$ cat src/design/ofsc_defs.vh
// constants for the output freeze serial control block
`ifndef OFSC_DEFS_VH
`define OFSC_DEFS_VH

// freeze enable register layout, in arrival order
`define OFSC_NBITS       12
`define OFSC_CNT_W       4
`define OFSC_LAST_BIT    4'hb
`define OFSC_BANK_A_LSB  0
`define OFSC_BANK_B_LSB  4
`define OFSC_BANK_C_LSB  8
`define OFSC_FB_BIT      11
`define OFSC_ENA_RESET   12'hfff

// divider half periods in CLK cycles (defaults only)
`define OFSC_DIV_W       8
`define OFSC_HALF_A      8'h02
`define OFSC_HALF_B      8'h03
`define OFSC_HALF_C      8'h01
`define OFSC_HALF_FB     8'h02

`endif

$ cat src/design/ofsc_freeze_ctrl.v
// serial freeze register, free-running dividers and glitch-free gating
`timescale 1ns/1ns
`include "ofsc_defs.vh"

// Operation
// - Twelve-bit serially loaded register holds one enable per freezable output.
// - First bank-C output and coincidence output are never gated.
// - Enable bit zero stops its output and holds it low.
// - Enable bit one lets its output toggle normally again.
// - Freeze takes effect only once the output is naturally low.
// - Release takes effect only while the internal clock is low.
// - Data is sampled on the serial clock rising edge; controller meets it.
// - Arrival order maps bits to bank A, bank B, bank C 1-3, feedback.
module ofsc_freeze_ctrl #(
  parameter [`OFSC_DIV_W-1:0] HALF_A  = `OFSC_HALF_A,
  parameter [`OFSC_DIV_W-1:0] HALF_B  = `OFSC_HALF_B,
  parameter [`OFSC_DIV_W-1:0] HALF_C  = `OFSC_HALF_C,
  parameter [`OFSC_DIV_W-1:0] HALF_FB = `OFSC_HALF_FB
) (
  // clock and reset
  input  wire       CLK,
  input  wire       ARST_N,
  // serial freeze port
  input  wire       FRZ_CLK,
  input  wire       FRZ_DATA,
  // clock outputs
  output reg  [3:0] BANK_A_CLOCK_OUTS,
  output reg  [3:0] BANK_B_CLOCK_OUTS,
  output reg        BANK_C_FIRST_OUT,
  output reg  [2:0] BANK_C_FREEZABLE_OUTS,
  output reg        FEEDBACK_CLOCK_OUT,
  output reg        COINCIDENCE_PULSE_OUT
);

  // receiver states: idle waits for a low start bit on a serial clock
  // rise, shift counts the twelve enable bits that follow it
  localparam ST_IDLE  = 1'b0;
  localparam ST_SHIFT = 1'b1;

  // divider helpers, shared by all four banks
  // a half period of one gives a tick on every clock, so the count
  // stays at zero and the raw clock toggles each cycle
  function [`OFSC_DIV_W-1:0] div_next;
    input [`OFSC_DIV_W-1:0] cnt;
    input [`OFSC_DIV_W-1:0] half;
    begin
      if (cnt >= half - 8'h01)
        div_next = 8'h00;
      else
        div_next = cnt + 8'h01;
    end
  endfunction

  function div_tick;
    input [`OFSC_DIV_W-1:0] cnt;
    input [`OFSC_DIV_W-1:0] half;
    begin
      div_tick = (cnt >= half - 8'h01);
    end
  endfunction

  reg  [2:0]               clk_sync;
  reg  [1:0]               data_sync;
  reg                      state;
  reg  [`OFSC_CNT_W-1:0]   bit_cnt;
  reg  [`OFSC_NBITS-1:0]   shift_reg;
  reg  [`OFSC_NBITS-1:0]   freeze_ena;
  reg  [`OFSC_NBITS-1:0]   run;
  reg  [`OFSC_DIV_W-1:0]   cnt_a;
  reg  [`OFSC_DIV_W-1:0]   cnt_b;
  reg  [`OFSC_DIV_W-1:0]   cnt_c;
  reg  [`OFSC_DIV_W-1:0]   cnt_fb;
  reg                      raw_a;
  reg                      raw_b;
  reg                      raw_c;
  reg                      raw_fb;
  wire                     frz_rise;
  wire                     frz_bit;
  wire                     tick_a;
  wire                     tick_b;
  wire                     tick_c;
  wire                     tick_fb;
  wire [`OFSC_NBITS-1:0]   raw_vec;
  wire [`OFSC_NBITS-1:0]   next_run;
  wire [`OFSC_NBITS-1:0]   next_shift;

  // pin synchronisers; edge detect reads only stages two and three
  // both pins pass the same number of stages, so the data bit seen
  // with a detected rise is the one that stood at the pin's rise
  // data resets high, the idle level, so no false start follows reset
  // clock resets low; a pin high at release may look like one rise,
  // which is harmless while the data line idles high
  always @(posedge CLK or negedge ARST_N) begin
    if (!ARST_N) begin
      clk_sync  <= 3'h0;
      data_sync <= 2'h3;
    end else begin
      clk_sync  <= {clk_sync[1:0], FRZ_CLK};
      data_sync <= {data_sync[0], FRZ_DATA};
    end
  end

  assign frz_rise = clk_sync[1] & ~clk_sync[2];
  assign frz_bit  = data_sync[1];
  // first arriving bit lands in bit 0
  assign next_shift = shift_reg | ({{(`OFSC_NBITS-1){1'b0}}, frz_bit}
                      << bit_cnt);

  // serial receiver: start bit, twelve data bits, back to idle
  // bit_cnt numbers the data bits from zero; the rise that carries
  // the last one also copies the whole pattern into freeze_ena
  // a reset in mid-load drops the partial pattern, but a load cut short
  // without one is completed by the next bits and copied into freeze_ena
  // no abort exists: any low seen while idle opens a new load
  always @(posedge CLK or negedge ARST_N) begin
    if (!ARST_N) begin
      state      <= ST_IDLE;
      bit_cnt    <= 4'h0;
      shift_reg  <= 12'h000;
      freeze_ena <= `OFSC_ENA_RESET;
    end else if (frz_rise) begin
      case (state)
        ST_IDLE: begin
          // a high line between loads is simply ignored
          if (!frz_bit) begin
            state     <= ST_SHIFT;
            bit_cnt   <= 4'h0;
            shift_reg <= 12'h000;
          end
        end
        ST_SHIFT: begin
          shift_reg <= next_shift;
          bit_cnt   <= bit_cnt + 4'h1;
          if (bit_cnt == `OFSC_LAST_BIT) begin
            freeze_ena <= next_shift;
            state      <= ST_IDLE;
          end
        end
        default: begin
          state <= ST_IDLE;
        end
      endcase
    end
  end

  assign tick_a  = div_tick(cnt_a, HALF_A);
  assign tick_b  = div_tick(cnt_b, HALF_B);
  assign tick_c  = div_tick(cnt_c, HALF_C);
  assign tick_fb = div_tick(cnt_fb, HALF_FB);

  // free-running dividers; never stopped by freezing, so phase holds
  // the raw clocks are shared by a whole bank; only the gate below
  // differs per output, so a released output is in phase at once
  // trade-off: one divider per bank, not per output, saves area but
  // ties all outputs of a bank to one rate
  always @(posedge CLK or negedge ARST_N) begin
    if (!ARST_N) begin
      cnt_a  <= 8'h00;
      cnt_b  <= 8'h00;
      cnt_c  <= 8'h00;
      cnt_fb <= 8'h00;
      raw_a  <= 1'b0;
      raw_b  <= 1'b0;
      raw_c  <= 1'b0;
      raw_fb <= 1'b0;
    end else begin
      cnt_a  <= div_next(cnt_a, HALF_A);
      cnt_b  <= div_next(cnt_b, HALF_B);
      cnt_c  <= div_next(cnt_c, HALF_C);
      cnt_fb <= div_next(cnt_fb, HALF_FB);
      raw_a  <= raw_a ^ tick_a;
      raw_b  <= raw_b ^ tick_b;
      raw_c  <= raw_c ^ tick_c;
      raw_fb <= raw_fb ^ tick_fb;
    end
  end

  // raw sources lined up with the enable bits, in arrival order
  assign raw_vec = {raw_fb, {3{raw_c}}, {4{raw_b}}, {4{raw_a}}};
  // gate state may change only while the source is low: no runts
  // a run bit taken while the source is low acts from the next edge
  // on; if the source rises on that edge the gate already holds the
  // new value, so a release starts with a whole high phase and a
  // freeze never cuts one that has begun
  assign next_run = (run & raw_vec) | (freeze_ena & ~raw_vec);

  // gated outputs; a high phase already begun always completes
  // every output, gated or not, is one clock behind its raw source,
  // so the ungated bank C output stays aligned with its gated peers
  // the coincidence output looks one edge ahead at the raw clocks
  always @(posedge CLK or negedge ARST_N) begin
    if (!ARST_N) begin
      run                   <= `OFSC_ENA_RESET;
      BANK_A_CLOCK_OUTS     <= 4'h0;
      BANK_B_CLOCK_OUTS     <= 4'h0;
      BANK_C_FREEZABLE_OUTS <= 3'h0;
      FEEDBACK_CLOCK_OUT    <= 1'b0;
      BANK_C_FIRST_OUT      <= 1'b0;
      COINCIDENCE_PULSE_OUT <= 1'b1;
    end else begin
      run <= next_run;
      BANK_A_CLOCK_OUTS     <= raw_vec[3:0] & run[3:0];
      BANK_B_CLOCK_OUTS     <= raw_vec[7:4] & run[7:4];
      BANK_C_FREEZABLE_OUTS <= raw_vec[10:8] & run[10:8];
      FEEDBACK_CLOCK_OUT    <= raw_fb & run[`OFSC_FB_BIT];
      BANK_C_FIRST_OUT      <= raw_c;
      // low when bank A and bank C are about to rise together
      COINCIDENCE_PULSE_OUT <= ~(tick_a & ~raw_a & tick_c & ~raw_c);
    end
  end

endmodule

$ cat config.mk
export PLATFORM = sky130hd
export DESIGN_NAME = ofsc_freeze_ctrl
export DESIGN_NICKNAME = d
export VERILOG_FILES = /design/src/design/ofsc_freeze_ctrl.v
export VERILOG_INCLUDE_DIRS = /design/src /design/src/design
export SDC_FILE = /design/constraint.sdc
export NUM_CORES = 1
export LEC_CHECK = 0
export BUFFER_PORTS_ARGS = -buffer_cell sky130_fd_sc_hd__buf_2
export CORE_ASPECT_RATIO = 0.5
export CORE_UTILIZATION = 45
export CTS_BUF_LIST = sky130_fd_sc_hd__clkbuf_8 sky130_fd_sc_hd__clkbuf_16
export DETAILED_ROUTE_END_ITERATION = 8
export GPL_ROUTABILITY_DRIVEN = 0
export PLACE_DENSITY = 0.7
export SLEW_MARGIN = 30
export SYNTH_ARGS = -nofsm -noshare
export SYNTH_HDL_FRONTEND = slang
export SYNTH_SLANG_ARGS = --single-unit
$ cat constraint.sdc
create_clock -name CLK -period 2.1 [get_ports CLK]
set_clock_uncertainty 0.1 [all_clocks]
set_input_delay 0.315 -clock CLK [delete_from_list [all_inputs] [get_ports CLK]]
set_output_delay 0.315 -clock CLK [all_outputs]
set_load 0.005 [all_outputs]
==> impl_metrics.json, run 1 <==
{
  "min_delay_worst_endpoint": "data_sync[1]",
  "post-route-min-period_ns": 1.77,
  "die_area_um2": 7590,
  "clkLatencyLatePin_ns": 0.33,
  "fraction_of_final_layout_cells_with_drive_strength_greater_than_1_pct": 31.5,
  "delay_of_the_slowest_cell_on_the_worst_path_ns": 0.53,
  "dominantRegCellSynth": "dfrtp_1",
  "min_path_cells": 0,
  "post_synth_edffs": 0,
  "timing.final.max_slew_violations": 0,
  "timing.hold.worst.class": "flop to flop",
  "fmaxAchievable_mhz": 565,
  "ctsLongestPathBuffers": 2,
  "hpwl_mm": 3.23,
  "final_design_area_no_fill_um2": 3830,
  "htree_levels": 3,
  "core.rowCount": 21,
  "clkSlewWorstSetupHoldPaths_ns": 0.06,
  "synthTopCellsByCount": "dfrtp_1, dfstp_2, and2_1, a21oi_1, inv_1",
  "worst_path_dominant_cell_family": "simple AND/OR/NAND/NOR gates",
  "endpoint_kind": "flop",
  "path_cells": "or4_1, nor4_2, inv_1, ha_1, inv_1",
  "cts_made_buffers": 9,
  "die_height_um": 62.1,
  "finalWorstSetupSlack_ns": 0.331,
  "postSynthAreaPerCell_um2": 14.5,
  "critical_path.reg2reg.startpoint": "cnt_a[4]",
  "synth.ff_latch_count": 88,
  "worst-path-buf-inv": 2,
  "antenna_found_initial": 0,
  "async_flop_share_pct": 100,
  "seq_area_frac_synth_pct": 68.7,
  "detailedRoute.firstIterationViolations": 140,
  "period_share_pct": 84.3,
  "globalRouteTotalUtil_pct": 15.7,
  "clock_sink_count": 88,
  "yosysTopAreaCell": "dfrtp_1",
  "drt-vias-per-instance": 4.78,
  "postCtsSetupBuffers": 0,
  "initial_utilization_pct": 47.6,
  "max_slew_margin_pct": 61.0,
  "numPortBuffers": 17,
  "die_width_um": 122,
  "regToRegEndpoint": "raw_a",
  "dp_slack_ns": 0.316,
  "detail-route-antenna-nets": 0,
  "first_global_vias": 1770,
  "setup.reg_to_reg.worst_slack_ns": 0.33,
  "fin_tns_setup_ns": 0,
  "timing_hold_violations_final": 0,
  "fillers": 545,
  "worstRegToRegCells": 5,
  "clock_tree_from_tritoncts": "built",
  "synthesis.instances": 225,
  "drcViolationCount": 0,
  "hold_ws_ns": 0.255,
  "core-area_um2": 6830,
  "maxCapViolations": 0,
  "crit_top_cell": "inv_1",
  "yosysUniqueCellTypes": 39,
  "p_leak_nw": 1.88,
  "ios": 18,
  "worst_path_max_delay_cell": "or4_1",
  "rsz0062_at_grt": "false",
  "synth_area_um2": 3250,
  "worst_pin_slew_ns": 0.584,
  "post_dp_cell_area_um2": 3510,
  "setup-violations-final": 0,
  "synth_largest_type_area_fraction_pct": 46.9,
  "critPathLaunchType": "flop",
  "yosysWarnings": 0,
  "post_synth_main_area_contributors": "dfrtp_1, dfstp_2, ha_1",
  "post_cts_resized": 0,
  "total_via_count_in_the_routed_design": 1746,
  "timing.critical_path.arrival_ns": 1.90,
  "grt_overflow_total": 0,
  "cp_data_required_time_ns": 2.23,
  "synth.most_common_cell": "dfrtp_1",
  "worstSetupPathType": "flop to flop",
  "hp_start": "data_sync[0]",
  "antenna-diode-count": 0,
  "flow.area_growth_from_synthesis_pct": 17.8,
  "drt-total-wl_mm": 4.83,
  "avgRoutedWirePerCell_um": 13.2,
  "vdd.ir_drop.worst_uv": 434,
  "cts.hold.buffers_added": 3,
  "length_of_the_first_detailed_routing_pass_in_iterations": 4,
  "nNetsFinal": 282,
  "global_route_wire_length_before_repair_mm": 8.80,
  "grt_max_degree": 46,
  "cts.root.buffer_cell": "clkbuf_16",
  "path_max_fanout": 3,
  "power.density_nw_per_um2": 1100,
  "status": "completed"
}
## routing by layer
metal	track usage [%]	up-vias	part of all wire [%]
met5	0	-	0
met4	6.40	0	1.8
met3	5.97	8	3.7
met2	23.0	24	47
met1	20.9	870	47
li1	-	844	-
## where the power goes
group | internal (W) | leakage, nW | switching, W
clock network | 0.000898 | 0.143 | 0.000612
logic | 0.000269 | 0.687 | 0.000271
registers | 0.00202 | 1.05 | 0.000163
total | 0.00318 | 1.88 | 0.00105
## stage by stage
step	util (%)	power, W	instances
2_1_floorplan	-	0.00254	239
3_3_place_gp	51.4	0.00271	346
3_5_place_dp	51.4	0.00274	346
4_1_cts	56.1	0.00430	365
5_1_grt	56.1	0.00447	365
6_report	56.1	0.00423	365
## cells by family after synthesis
family	share of synthesized area (%)
AO/OA/AOI/OAI	7.96
adder cells (fa/ha/maj)	3.85
XOR/XNOR	0.539
flip-flops	68.7
other	0.115
AND/OR/NAND/NOR	10.5
buffers and inverters	2.92
multiplexers	5.38
## layout by cell type, fill, tap and decap left out, types with 4 or more instances in the layout
cell type	n
buf_2	16
conb_1	15
a22o_1	4
and2_1	17
nor2_1	7
clkbuf_16	9
nand2_1	8
o21ai_0	4
inv_1	13
mux2_4	5
ha_1	10
a21o_1	8
dfrtp_1	61
a21oi_1	12
dfstp_2	27
buf_4	5
mux2_2	8
## area by class of cell
cell class / count / area (µm²) / share of cell area (%)
Clock inverter: 4 / 27.5 / 0.718
Timing Repair Buffer: 25 / 168 / 4.37
Inverter: 12 / 45.0 / 1.18
Clock buffer: 12 / 267 / 6.95
Sequential cell: 88 / 2240 / 58.3
Multi-Input combinational cell: 132 / 975 / 25.4
Tap cell: 92 / 115 / 3.00
## worst max-delay path by stage
stage / start / to / cells after the start
floorplan: cnt_a[4] / raw_a / 5
global placement: cnt_a[4] / raw_a / 5
detailed placement: cnt_a[4] / raw_a / 5
CTS: cnt_a[4] / raw_a / 5
global route: cnt_a[4] / raw_a / 5
finish: cnt_a[4] / raw_a / 5
(Power assumes the default switching activity.)
==> inputs of run 2 (changes only) <==
- PLACE_DENSITY: 0.7 -> 0.72
- clock period: 2.1 -> 1.6 ns (I/O delays scaled with it)
==> run 2 against run 1 <==
Against the previous run:
- the run now ends with negative setup slack left
- global-route usage down 0.36 points
- power up 33%
- fmax up 3.4%
- largest cell class unchanged
- combinational power up 35%
- via count up 2.3%
==> impl_metrics.json, run 2 (synthesis results as in run 1) <==
{
  "drt-vias-per-instance": 4.80,
  "dp_slack_ns": -0.119,
  "die_width_um": 122,
  "rsz0062_at_grt": "true",
  "detail-route-antenna-nets": 0,
  "timing_hold_violations_final": 0,
  "area_used_by_multi_input_combinational_logic_um2": 1010,
  "register_area_um2": 2240,
  "ios": 18,
  "cts_made_buffers": 9,
  "post-route-min-period_ns": 1.71,
  "clkLatencyLatePin_ns": 0.33,
  "total_power_consumption_w": 0.00561,
  "avgRoutedWirePerCell_um": 13.2,
  "antenna-diode-count": 0,
  "share_comb_of_total_power_pct": 13.0,
  "worst_path_max_delay_cell": "or4_4",
  "path_max_fanout": 3,
  "length_of_the_first_detailed_routing_pass_in_iterations": 4,
  "drt-total-wl_mm": 4.92,
  "finalWorstSetupSlack_ns": -0.111,
  "grt_max_degree": 31,
  "die_area_um2": 7590,
  "critPathLaunchType": "flop",
  "fmaxAchievable_mhz": 584,
  "total_via_count_in_the_routed_design": 1787,
  "grt_overflow_total": 0,
  "clkSlewWorstSetupHoldPaths_ns": 0.06,
  "period_share_pct": 107,
  "layout_commonest_cell": "dfrtp_1",
  "detailedRoute.firstIterationViolations": 109,
  "ctsLongestPathBuffers": 2,
  "delay_of_the_slowest_cell_on_the_worst_path_ns": 0.55,
  "die_height_um": 62.1,
  "clock_sink_count": 88,
  "post_dp_cell_area_um2": 3550,
  "fillers": 540,
  "vdd.ir_drop.worst_uv": 632,
  "globalRouteTotalUtil_pct": 15.3,
  "p_leak_nw": 1.93,
  "power.density_nw_per_um2": 1440,
  "timing.critical_path.arrival_ns": 1.84,
  "final_design_area_no_fill_um2": 3910,
  "status": "finished with violations",
  "setup-violations-final": 2,
  "flow.area_growth_from_synthesis_pct": 20.2,
  "numPortBuffers": 17,
  "clock_tree_from_tritoncts": "built",
  "postCtsSetupBuffers": 0,
  "crit_top_cell": "inv_1",
  "hpwl_mm": 3.23,
  "drcViolationCount": 0,
  "maxCapViolations": 0,
  "core.rowCount": 21,
  "cell_internal_pwr_w": 0.00423,
  "path_cells": "or4_4, nor4_4, inv_1, ha_1, inv_1",
  "core-area_um2": 6830,
  "fraction_of_final_layout_cells_with_drive_strength_greater_than_1_pct": 34.6,
  "initial_utilization_pct": 47.6,
  "global_route_wire_length_before_repair_mm": 8.80,
  "post-route-util_pct": 57.2,
  "htree_levels": 3,
  "p_sw_w": 0.00138,
  "layout.cells.most_common_list": "dfrtp_1, dfstp_2, and2_1",
  "first_global_vias": 1910,
  "cts.root.buffer_cell": "clkbuf_16",
  "antenna_found_initial": 0,
  "endpoint_kind": "flop",
  "switching_share_pct": 24.6,
  "clock_power_share_pct": 36.1,
  "failed_checks": "negative setup slack",
  "cp_data_required_time_ns": 1.73,
  "timing.hold.worst.class": "flop to flop",
  "worstSetupPathType": "flop to flop",
  "nNetsFinal": 289,
  "timing.final.max_slew_violations": 0,
  "power.sequential.fraction_pct": 50.9
}
[run 2: worst max-delay path, delay by kind of cell (launching register included)]
family                   cells  cell delay (ns)
adder cells (fa/ha/maj)      1             0.28
AND/OR/NAND/NOR              2             0.74
buffers and inverters        2             0.12
flip-flops                   1             0.36
[run 2: metrics by stage]
| step | hold WS, ns | TNS [ns] | instances |
|---|---|---|---|
| 2_1_floorplan | -0.156 | -0.0274 | 239 |
| 3_3_place_gp | 0.0779 | -0.0991 | 352 |
| 3_5_place_dp | 0.0865 | -0.129 | 352 |
| 4_1_cts | 0.263 | -0.0875 | 371 |
| 5_1_grt | 0.271 | -0.319 | 372 |
| 6_report | 0.262 | -0.133 | 372 |
[run 2: worst paths after layout]
check | start | endpoint | slack [ns] | cells past startpoint
max | cnt_a[4] | raw_a | -0.11 | 5
min | data_sync[0] | data_sync[1] | 0.26 | 0
max reg2reg | cnt_a[4] | raw_a | -0.11 | 5
min reg2reg | data_sync[0] | data_sync[1] | 0.26 | 0
max in group asynchronous | ARST_N | async pin | 0.52 | 3
min in group asynchronous | ARST_N | clk_sync[0] | 0.27 | 2
[run 2: cell type report]
class,instances,area share (%)
Sequential cell,88,57.2
Multi-Input combinational cell,133,25.7
Clock buffer,9,5.76
Timing Repair Buffer,31,5.44
Tap cell,92,2.94
Clock inverter,7,1.79
Inverter,12,1.15
[run 2: power by group through the flow]
stage	combinational (W)	clock (W)	sequential (W)
3_3_place_gp	0.000692	0	0.00287
6_report	0.000729	0.00203	0.00286
5_1_grt	0.000828	0.00218	0.00290
4_1_cts	0.000733	0.00208	0.00286
3_5_place_dp	0.000709	0	0.00289
2_1_floorplan	0.000525	0	0.00281
[run 2: what timing repair did]
item / CTS / global route
hold endpoints to repair: 21 / 0
pin swaps: 0 / 1
gates cloned: 0 / 1
setup endpoints to repair: 2 / 12
hold buffers: 3 / 0
gates resized for setup: 2 / 4
[run 2: layer usage]
layer  share of wire, %  vias up  GRT usage, %
met5                  0        -             0
met3                3.8        7          5.42
met1                 46      888          18.6
met4                1.4        0          5.64
met2                 49       34          25.1
li1                   -      858             -
